$ cat src/design/wdtc_pkg.sv
// constants for the second watchdog timer: register map, fields, key codes
// assumes an 8-bit register port and a 100 MHz system clock
package wdtc_pkg;
   localparam int DATA_W = 8;
   localparam int ADDR_W = 3;
   localparam int CNT_W  = 19;
   localparam int EXP_W  = 3;

   // ----------------------------------------
   // register offsets
   // ----------------------------------------
   localparam logic [ADDR_W-1:0] ADDR_MODE  = 3'h0;
   localparam logic [ADDR_W-1:0] ADDR_KEY   = 3'h1;
   localparam logic [ADDR_W-1:0] ADDR_OSC   = 3'h2;
   localparam logic [ADDR_W-1:0] ADDR_STAT  = 3'h3;
   localparam logic [ADDR_W-1:0] ADDR_MASK  = 3'h4;
   localparam logic [ADDR_W-1:0] ADDR_STATE = 3'h5;

   // ----------------------------------------
   // fields and values
   // ----------------------------------------
   localparam int MODE_RESET_BIT = 6;   // 1: reset mode, 0: interrupt mode
   localparam int SEL_OSC_BIT    = 3;   // 1: internal oscillator clock
   localparam int OSC_STOP_BIT   = 0;
   localparam int STAT_OVF_BIT   = 0;   // counter ran out
   localparam int STAT_FORCE_BIT = 1;   // bad key or repeated mode write
   localparam int STAT_W         = 2;
   localparam logic [DATA_W-1:0] MODE_RESET_VAL = 8'h47;  // reset mode, 2^19 clocks
   localparam logic [DATA_W-1:0] STOP_CODE      = 8'h1F;
   localparam logic [DATA_W-1:0] KEY_CLEAR      = 8'hAC;
   localparam logic [DATA_W-1:0] KEY_READ       = 8'h9A;
   localparam logic [4:0]        EXP_BASE       = 5'h0C;  // shortest interval 2^12
endpackage

$ cat src/design/wdtc_cnt_if.sv
// link between the watchdog control and its interval counter
// assumes both ends share one clock
`timescale 1ns/10ps
interface wdtc_cnt_if;
   import wdtc_pkg::*;
   logic             clear;
   logic             tick;
   logic [EXP_W-1:0] expSel;
   logic             overflow;
   logic [CNT_W-1:0] count;

   modport ctrl (output clear, output tick, output expSel, input overflow, input count);
   modport cnt  (input clear, input tick, input expSel, output overflow, output count);
endinterface

$ cat src/design/wdtc_counter.sv
// interval counter of the watchdog: counts enabled ticks, pulses on overflow
// assumes clear and tick come from logic on the same clock
`timescale 1ns/10ps
module wdtc_counter
   import wdtc_pkg::*;
(
   input  wire logic clk,
   input  wire logic reset,
   wdtc_cnt_if.cnt   link
);
   typedef struct packed {
      logic [CNT_W-1:0] cnt;
      logic             ovf;
   } wdtc_cnt_state_t;

   wdtc_cnt_state_t st;
   wdtc_cnt_state_t next_st;
   logic [CNT_W-1:0] limit;

   // terminal count 2^(12+sel)-1
   assign limit = CNT_W'((20'h1 << (EXP_BASE + 5'(link.expSel))) - 20'h1);
   assign link.overflow = st.ovf;
   assign link.count    = st.cnt;

   always_comb begin
      next_st     = st;
      next_st.ovf = 1'b0;
      if (link.clear) begin
         next_st.cnt = '0;
      end else if (link.tick) begin
         if (st.cnt >= limit) begin
            next_st.cnt = '0;
            next_st.ovf = 1'b1;
         end else begin
            next_st.cnt = st.cnt + CNT_W'(1);
         end
      end
   end

   always_ff @(posedge clk) begin
      if (reset) begin
         st <= '0;
      end else begin
         st <= next_st;
      end
   end
endmodule

$ cat src/design/wdtc_top.sv
// second watchdog timer: mode and key registers, forced overflow, lock strap
// assumes a one-cycle register port; oscillator clock and strap are async pins
//
// Chosen here: the placing of the registers and the address-and-strobe port.
`timescale 1ns/10ps

module wdtc_top
   import wdtc_pkg::*;
(
   input  wire logic              clk,
   input  wire logic              reset,
   input  wire logic [ADDR_W-1:0] addr,
   input  wire logic [DATA_W-1:0] wdata,
   input  wire logic              wr,
   input  wire logic              rd,
   output logic      [DATA_W-1:0] rdata,
   input  wire logic              internalOscClock,
   input  wire logic              optionLockBit,
   output logic                   chipResetRequest,
   output logic                   watchdogNmiRequest,
   output logic                   irq
);
   typedef struct packed {
      logic [DATA_W-1:0] modeReg;
      logic              modeWritten;
      logic              stopped;
      logic              oscStop;
      logic [STAT_W-1:0] status;
      logic [STAT_W-1:0] mask;
      logic [DATA_W-1:0] rdata;
      logic              resetReq;
      logic              nmiReq;
      logic              irq;
      logic [1:0]        oscSync;
      logic              oscPrev;
      logic [1:0]        lockSync;
   } wdtc_state_t;

   localparam wdtc_state_t ST_RESET = '{modeReg: MODE_RESET_VAL, default: '0};

   wdtc_state_t st;
   wdtc_state_t next_st;
   wdtc_cnt_if  cntLink ();

   logic oscTick;
   logic lockOn;
   logic useOsc;
   logic modeWr;
   logic keyWr;
   logic keyGood;
   logic forceEv;
   logic resetMode;
   logic [STAT_W-1:0] setBits;
   logic [STAT_W-1:0] clrBits;

   wdtc_counter u_counter (
      .clk   (clk),
      .reset (reset),
      .link  (cntLink)
   );

   // ----------------------------------------
   // clock selection and strap
   // ----------------------------------------
   assign oscTick   = st.oscSync[1] & ~st.oscPrev;
   assign lockOn    = st.lockSync[1];
   assign useOsc    = lockOn | st.modeReg[SEL_OSC_BIT];
   assign resetMode = lockOn | st.modeReg[MODE_RESET_BIT];
   assign cntLink.tick   = st.stopped ? 1'b0 : (useOsc ? oscTick : 1'b1);
   assign cntLink.expSel = st.modeReg[EXP_W-1:0];

   assign modeWr  = wr && addr == ADDR_MODE;
   assign keyWr   = wr && addr == ADDR_KEY;
   assign keyGood = keyWr && wdata == KEY_CLEAR;

   // ----------------------------------------
   // next state
   // ----------------------------------------
   always_comb begin
      next_st          = st;
      next_st.rdata    = '0;
      next_st.resetReq = 1'b0;
      next_st.nmiReq   = 1'b0;
      next_st.oscSync  = {st.oscSync[0], internalOscClock};
      next_st.oscPrev  = st.oscSync[1];
      next_st.lockSync = {st.lockSync[0], optionLockBit};
      next_st.stopped  = st.stopped & ~lockOn;
      forceEv          = 1'b0;
      cntLink.clear    = 1'b0;
      clrBits          = '0;

      if (modeWr) begin
         if (!st.modeWritten) begin
            next_st.modeWritten = 1'b1;
            next_st.modeReg     = wdata;
            cntLink.clear       = 1'b1;
            if (lockOn) begin
               next_st.modeReg[MODE_RESET_BIT] = 1'b1;
               next_st.modeReg[SEL_OSC_BIT]    = 1'b1;
            end else if (wdata == STOP_CODE && st.oscStop) begin
               next_st.stopped = 1'b1;
            end
         end else if (!st.stopped) begin
            forceEv       = 1'b1;
            cntLink.clear = 1'b1;
         end
      end

      if (keyWr) begin
         if (keyGood) begin
            cntLink.clear = 1'b1;
         end else if (!st.stopped) begin
            forceEv = 1'b1;
         end
      end

      if (wr && addr == ADDR_OSC) begin
         next_st.oscStop = wdata[OSC_STOP_BIT];
      end
      if (wr && addr == ADDR_MASK) begin
         next_st.mask = wdata[STAT_W-1:0];
      end
      if (wr && addr == ADDR_STAT) begin
         clrBits = wdata[STAT_W-1:0];
      end

      // set wins over a same-cycle clear
      setBits = '0;
      setBits[STAT_OVF_BIT]   = cntLink.overflow;
      setBits[STAT_FORCE_BIT] = forceEv;
      next_st.status = (st.status & ~clrBits) | setBits;

      if (cntLink.overflow || forceEv) begin
         if (resetMode) begin
            next_st.resetReq = 1'b1;
         end else begin
            next_st.nmiReq = 1'b1;
         end
      end
      next_st.irq = |(next_st.status & next_st.mask);

      if (rd) begin
         case (addr)
            ADDR_MODE:  next_st.rdata = st.modeReg;
            ADDR_KEY:   next_st.rdata = KEY_READ;
            ADDR_OSC:   next_st.rdata = DATA_W'(st.oscStop);
            ADDR_STAT:  next_st.rdata = DATA_W'(st.status);
            ADDR_MASK:  next_st.rdata = DATA_W'(st.mask);
            ADDR_STATE: next_st.rdata = DATA_W'({lockOn, st.stopped, st.modeWritten});
            default:    next_st.rdata = '0;
         endcase
      end
   end

   always_ff @(posedge clk) begin
      if (reset) begin
         st <= ST_RESET;
      end else begin
         st <= next_st;
      end
   end

   assign rdata              = st.rdata;
   assign chipResetRequest   = st.resetReq;
   assign watchdogNmiRequest = st.nmiReq;
   assign irq                = st.irq;
endmodule

$ cat config.mk
export PLATFORM = sky130hd
export DESIGN_NAME = wdtc_top
export DESIGN_NICKNAME = d
export VERILOG_FILES = /design/src/design/wdtc_pkg.sv /design/src/design/wdtc_cnt_if.sv /design/src/design/wdtc_counter.sv /design/src/design/wdtc_top.sv
export SDC_FILE = /design/constraint.sdc
export NUM_CORES = 1
export LEC_CHECK = 0
export CAP_MARGIN = 0
export CORE_MARGIN = 2
export CORE_UTILIZATION = 30
export DETAILED_ROUTE_END_ITERATION = 8
export DONT_BUFFER_PORTS = 1
export PLACE_DENSITY = 0.46
export SLEW_MARGIN = 10
export SYNTH_ARGS = -nofsm -noshare
export SYNTH_HDL_FRONTEND = slang
export SYNTH_SLANG_ARGS = --single-unit
$ cat constraint.sdc
create_clock -name clk -period 3.4 [get_ports clk]
set_clock_uncertainty 0.05 [all_clocks]
set_input_delay 0 -clock clk [delete_from_list [all_inputs] [get_ports clk]]
set_output_delay 0 -clock clk [all_outputs]
set_load 0.03 [all_outputs]
==> impl_results.md, run 1 <==
* Number of enable-type register cells in the synthesized netlist at 0
* Post-cts resize count at 0
* Final setup viols at 0
* Vias/cell at 4.89
* Vert. Die Dim at 101 um
* Result of the run: complete, no violations
* Buffer levels on the longest clock path at 2
* Final non-filler cell total at 447
* Floorplan die area at 10,300 um2
* DRT Wirelength at 6230 um
* Most used flip-flop cell after synthesis: sky130_fd_sc_hd__dfxtp_1
* Maximum Capacitance Violations at 0
* Weighted congestion at the end of routability-driven global placement at 0.806
* Setup repair after global routing missed its margin: false
* 1st-pass router iterations at 4
* Post-DP Area at 2880 um2
* Area share of the largest cell type after synthesis at 0.360
* Place WS at 0.855 ns
* Comb power frac at 0.094
* Crit path time final at 2.57 ns
* Via count at 2,186
* Pin count of the biggest net entering global routing at 25
* Final Slew Violations at 0
* Count of buffers inserted at the top-level ports at 0
* Area taken by flip-flops and latches at 1020 um2
* Fraction of power consumed by sequential logic at 0.497
* Number of cells on the worst reg-to-reg path at 9
* Data required time of the worst path at 3.53 ns
* Endpoint of the most critical register-to-register path: u_counter.link.count[6]
* HPWL after detailed placement at 4460 um
* Global-route wire length before repair at 10,600 um
* Fraction of final layout cells with drive strength greater than 1 at 0.0863
* DR WL/cell at 13.9 um
* Net total in the final layout at 375
* Total of fill cells in the finished design at 974
* Area leader, netlist: sky130_fd_sc_hd__dfxtp_1
* Num CTS Buffers at 5
* Placeable core region at 9200 um2
* Die Width at 101 um
* P_sw at 0.000301 W
* Headroom to the max-slew limit at 0.371
* Combined area of the multi-input logic cells at 1700 um2
* Cell count after synthesis at 318
* Top post-synthesis cells by area: sky130_fd_sc_hd__dfxtp_1, sky130_fd_sc_hd__ha_1, sky130_fd_sc_hd__xor2_1
* Largest fanout on the critical path at 13
* Power density over the cells at 391 nW/um2
* Sort of element at the end of the critical path: flop
* Ys Warns at 0
* Peak VDD IR at 0.175 mV
* Initial antenna violation count at 0
* Netlist area before placement at 2840 um2
* Skew-Pair Late Insertion Delay at 0.31 ns
* Worst R2R Start: cntLink.expSel[0]
* Cell internal pwr at 0.000961 W
* Final sum of negative setup slack at 0 ns
* Depth of the CTS H-tree at 2
* Highest attainable clock frequency at 389 MHz
* Starting density of the core at 0.309
* Critical path start-end classification: reg2reg
* Share of flip-flops with an asynchronous set or reset after synthesis at 0
* Sequential area share after synthesis at 0.360
* Slew @ Worst Pin at 0.940 ns
* Count of different cell masters after synthesis at 49
* Number of top-level design ports at 28
* Classification of the worst-slack hold path: in2reg
* Final non-filler cell area at 3220 um2
* Clock net sink count at 51
* Termination of the worst setup path: u_counter.link.count[6]
* Final antenna-violating net count at 0
* Setup slack of the worst register-to-register path at 0.83 ns
* CP arrival at 2.70 ns
* Cell leakage power at 1.30 nW
* Post-Place Cells at 419
* Portion of total power attributed to the clock network at 0.409
* Final hold violations at 0
* Clock-pin slew reported for the worst setup and hold paths after clock tree synthesis at 0.11 ns
* Residual DRC at 0
* Overall track demand over capacity in global routing at 0.130
* Post-synthesis to final-layout area growth at 13.5%
* Antenna fix cells at 0
* Number of global-route vias before repair at 2,186
* Final worst-path cycle share at 0.757
* Register bit count reported by yosys at 51
* Cell with the most instances after synthesis: sky130_fd_sc_hd__dfxtp_1
* Total number of placement rows at 35
* Hold Slack at 0.0187 ns
* Number of design-rule violations left by the first detailed-router iteration at 37
* Root Buffer: sky130_fd_sc_hd__clkbuf_8
* TritonCTS clock tree: built
* GRT Residual Overflow at 0
* Worst setup slack after layout at 0.827 ns
* Mapped Avg Cell Area at 8.92 um2
* Launch point of the worst path: cntLink.expSel[0]
* Worst setup SP type: flop
* Switching Fraction at 0.238
* Most instantiated cells after synthesis: sky130_fd_sc_hd__dfxtp_1, sky130_fd_sc_hd__nor2_1, sky130_fd_sc_hd__ha_1, sky130_fd_sc_hd__nand2_1, sky130_fd_sc_hd__a21oi_1
## power by group through the flow
stage	combinational (W)	sequential, W	clock, W
after global placement	0.0000869	0.000640	0
final	0.000119	0.000627	0.000516
after global routing	0.000135	0.000629	0.000563
after detailed placement	0.0000882	0.000641	0
after CTS	0.000118	0.000627	0.000540
after floorplan	0.0000959	0.000631	0
## through the flow
step	utilization	power, W
detailed placement	0.313	0.000729
finish	0.350	0.00126
floorplan	-	0.000727
global route	0.350	0.00133
global placement	0.313	0.000727
CTS	0.350	0.00128
## flip-flops by register name, summed over array words and instances, names as in the netlist
name	flops
u_counter.link.count	19
watchdogNmiRequest	1
st	13
u_counter.link.overflow	1
lockOn	1
chipResetRequest	1
rdata	8
cntLink.expSel	3
next_st	3
irq	1
## cell usage in the layout (no fill, tap or decap), drive strengths merged, types with 2 or more instances in the layout
master       netlist  routed
bufinv             0       2
ha                23      23
and2               3       3
nor4b              2       2
dfxtp             51      51
a21o               3       3
nand4              7       7
conb               2      13
o2bb2ai            2       2
nor2              37      37
xnor2              3       3
nand3             14      14
o21ai             13      13
nor3              16      16
xor2              11      11
nor2b             14      14
nand2             23      23
dlygate4sd3        0      20
a31oi              2       2
mux2i              9       9
inv                7       8
nor4               5       5
nand3b             2       2
and3               4       4
nor3b              3       3
o21a               5       5
a211o              3       3
clkbuf             8       5
nand2b             3       3
a21oi             19      19
## cell families (layout without fill, tap and decap cells)
group,count (synthesis),after routing,share of synthesized area
AO/OA/AOI/OAI,54,54,0.124
XOR/XNOR,14,14,0.0432
adder cells (fa/ha/maj),23,23,0.101
buffers and inverters,28,35,0.0573
flip-flops,51,51,0.360
multiplexers,9,9,0.0317
other,2,13,0.00265
AND/OR/NAND/NOR,137,137,0.280
## worst min path at each step
stage / start / endpoint / slack [ns] / cells after the start
6_report: wr / st[17] / 0.02 / 4
4_1_cts: wr / st[16] / 0.0004 / 4
5_1_grt: wr / st[17] / 0.05 / 4
3_3_place_gp: reset / st[18] / 0.03 / 1
3_5_place_dp: reset / st[19] / 0.03 / 1
2_1_floorplan: reset / st[16] / 0.03 / 1
## layer usage
| metal | vias to the layer above | global-route usage | wire length, um |
|---|---|---|---|
| met1 | 1004 | 0.174 | 3150 |
| met4 | 0 | 0.0416 | 132 |
| met2 | 52 | 0.208 | 2670 |
| li1 | 1121 | - | - |
| met3 | 9 | 0.0290 | 280 |
| met5 | - | 0 | 0 |
## layout make-up
type | count | share of cell area
tap | 111 | 0.0431
multi-input combinational | 250 | 0.526
sequential | 51 | 0.317
timing repair buffer | 20 | 0.0621
clock buffer | 5 | 0.0214
clock inverter | 3 | 0.0221
inverter | 7 | 0.00816
## what timing repair did
item,in CTS,in global routing
endpoints found under the hold margin,35,0
hold buffers,20,0
buffers inserted,0,0
## critical path: stages (launching register included)
cell and delay, ns:
sky130_fd_sc_hd__dfxtp_1 0.47, sky130_fd_sc_hd__xor2_1 0.17, sky130_fd_sc_hd__nand3_1 0.11, sky130_fd_sc_hd__ha_1 0.31
sky130_fd_sc_hd__nand4_1 0.14, sky130_fd_sc_hd__nor3_1 0.30, sky130_fd_sc_hd__o211a_1 0.25, sky130_fd_sc_hd__nor4_4 0.08
sky130_fd_sc_hd__nor2_4 0.45, sky130_fd_sc_hd__nor2_1 0.10
Power figures use the tool's default switching activity.
==> inputs of run 2 (changes only) <==
==> constraint.sdc (replaced) <==
create_clock -name clk -period 2.6 [get_ports clk]
set_clock_uncertainty 0.05 [all_clocks]
set_input_delay 0 -clock clk [delete_from_list [all_inputs] [get_ports clk]]
set_output_delay 0 -clock clk [all_outputs]
set_load 0.03 [all_outputs]
==> impl_results.md, run 2 (synthesis gave the netlist of run 1 again) <==
* Highest metal used: met4
* Antenna fix cells at 0
* Setup repair after global routing missed its margin: false
* Root Buffer: sky130_fd_sc_hd__clkbuf_8
* Placeable core region at 9200 um2
* Final setup viols at 0
* Most common library cell in the layout ignoring fill and taps: sky130_fd_sc_hd__dfxtp_1
* Highest attainable clock frequency at 425 MHz
* Vert. Die Dim at 101 um
* Pin count of the biggest net entering global routing at 25
* Result of the run: complete, no violations
* Number of design-rule violations left by the first detailed-router iteration at 107
* Post-DP Area at 2900 um2
* Data required time of the worst path at 2.75 ns
* Cell type of the slowest stage on the worst timing path: sky130_fd_sc_hd__dfxtp_1
* Peak VDD IR at 0.190 mV
* Number of global-route vias before repair at 2,095
* Final hold violations at 0
* Sort of element at the end of the critical path: flop
* Clock net sink count at 51
* Total of fill cells in the finished design at 960
* Depth of the CTS H-tree at 2
* Clock-pin slew reported for the worst setup and hold paths after clock tree synthesis at 0.09 ns
* Final antenna-violating net count at 0
* Critical path start-end classification: reg2reg
* Overall track demand over capacity in global routing at 0.129
* WL met2 at 2660 um
* HPWL after detailed placement at 4380 um
* Final non-filler cell area at 3210 um2
* Maximum Capacitance Violations at 0
* Vias/cell at 4.94
* Initial antenna violation count at 0
* Via count at 2,222
* Post-synthesis to final-layout area growth at 13.1%
* Fraction of final layout cells with drive strength greater than 1 at 0.0914
* Weighted congestion at the end of routability-driven global placement at 0.837
* DRT Wirelength at 6190 um
* GRT Residual Overflow at 0
* Routed metal-1 wire length at 3100 um
* Post-cts resize count at 0
* TritonCTS clock tree: built
* Count of buffers inserted at the top-level ports at 0
* Leading cell types in the layout, fill and taps excluded: sky130_fd_sc_hd__dfxtp_1, sky130_fd_sc_hd__nor2_1, sky130_fd_sc_hd__nand2_1, sky130_fd_sc_hd__ha_1, sky130_fd_sc_hd__dlygate4sd3_1
* Total number of placement rows at 35
* Global-route wire length before repair at 10,400 um
* Largest fanout on the critical path at 13
* Worst setup SP type: flop
* Flip-flop count of the largest register, all copies and words added at 19
* Starting density of the core at 0.309
* Die Width at 101 um
* Num CTS Buffers at 5
* Crit path cell chain: xor2_1, nand3_1, ha_1, nand4_1, nor3_1, o211a_1, nor4_4, nor2_4, buf_12, nor2_1
* Final Slew Violations at 0
* WL met3 at 256 um
* Floorplan die area at 10,300 um2
* Hold Slack at 0.0283 ns
* Skew-Pair Late Insertion Delay at 0.31 ns
* Buffer levels on the longest clock path at 2
* CP arrival at 2.51 ns
* Final worst-path cycle share at 0.905
* Residual DRC at 0
* Slew @ Worst Pin at 0.928 ns
* Power density over the cells at 449 nW/um2
* Overall power after layout at 0.00144 W
* Crit path time final at 2.35 ns
* Headroom to the max-slew limit at 0.379
* DR WL/cell at 13.8 um
* Number of top-level design ports at 28
* Cell leakage power at 1.29 nW
* Net total in the final layout at 379
* 1st-pass router iterations at 4
* Final sum of negative setup slack at 0 ns
* Classification of the worst-slack hold path: in2reg
* Slowest Stage Delay on Critical Path at 0.48 ns
==> run 2: cell types whose count changed in the layout (fill, tap and decap cells not counted), sizes merged <==
cell | previous run | this run
buf | 0 | 3
bufinv | 2 | 0
clkinv | 0 | 2
dlygate4sd3 | 20 | 21
inv | 8 | 7
==> run 2: worst max-delay path, delay by kind of cell (launching register included) <==
| kind | cells | cell delay [ns] |
|---|---|---|
| fa+ha+maj | 1 | 0.31 |
| flops | 1 | 0.48 |
| compound gates | 1 | 0.25 |
| xor+xnor | 1 | 0.17 |
| buf+inv | 1 | 0.17 |
| simple gates | 6 | 0.83 |
==> run 2: metrics by stage <==
step           utilization  std cells  setup slack, ns
3_3_place_gp         0.315        421            0.111
6_report             0.349        450            0.246
3_5_place_dp         0.315        421           0.0675
5_1_grt              0.349        450           0.0416
4_1_cts              0.347        449           0.0317
2_1_floorplan            -        329            0.350
==> run 2: timing repair <==
action | CTS | global route
buffers inserted | 0 | 1
hold buffers | 21 | 0
endpoints found under the hold margin | 35 | 0
endpoints found under the setup margin | 0 | 13
==> run 2: cell type report <==
type | count | area [um2] | area share
timing repair buffer | 24 | 245 | 0.0764
multi-input combinational | 250 | 1700 | 0.528
sequential | 51 | 1020 | 0.318
clock inverter | 2 | 13.8 | 0.00429
clock buffer | 5 | 68.8 | 0.0214
inverter | 7 | 26.3 | 0.00819
tap | 111 | 139 | 0.0433
==> run 2: layer usage <==
| layer | global-route usage | up-vias |
|---|---|---|
| met5 | 0 | - |
| met4 | 0.0561 | 0 |
| met3 | 0.0255 | 14 |
| met2 | 0.198 | 54 |
| met1 | 0.175 | 1024 |
| li1 | - | 1130 |
==> run 2: path summary, 6_finish.rpt <==
path / start / to / slack (ns) / depth (start not counted)
worst min-delay path: wdata[1] / st[21] / 0.03 / 4
worst max-delay path: cntLink.expSel[0] / u_counter.link.count[8] / 0.25 / 10
worst max register to register: cntLink.expSel[0] / u_counter.link.count[8] / 0.25 / 10
worst min register to register: next_st[4] / next_st[2] / 0.39 / 1
==> run 2: power by group <==
part / total [W] / switching, W / internal, W / leakage (nW)
clock network: 0.000459 / 0.000274 / 0.000185 / 0.0440
registers: 0.000819 / 0.0000219 / 0.000797 / 0.413
logic: 0.000161 / 0.0000874 / 0.0000739 / 0.837
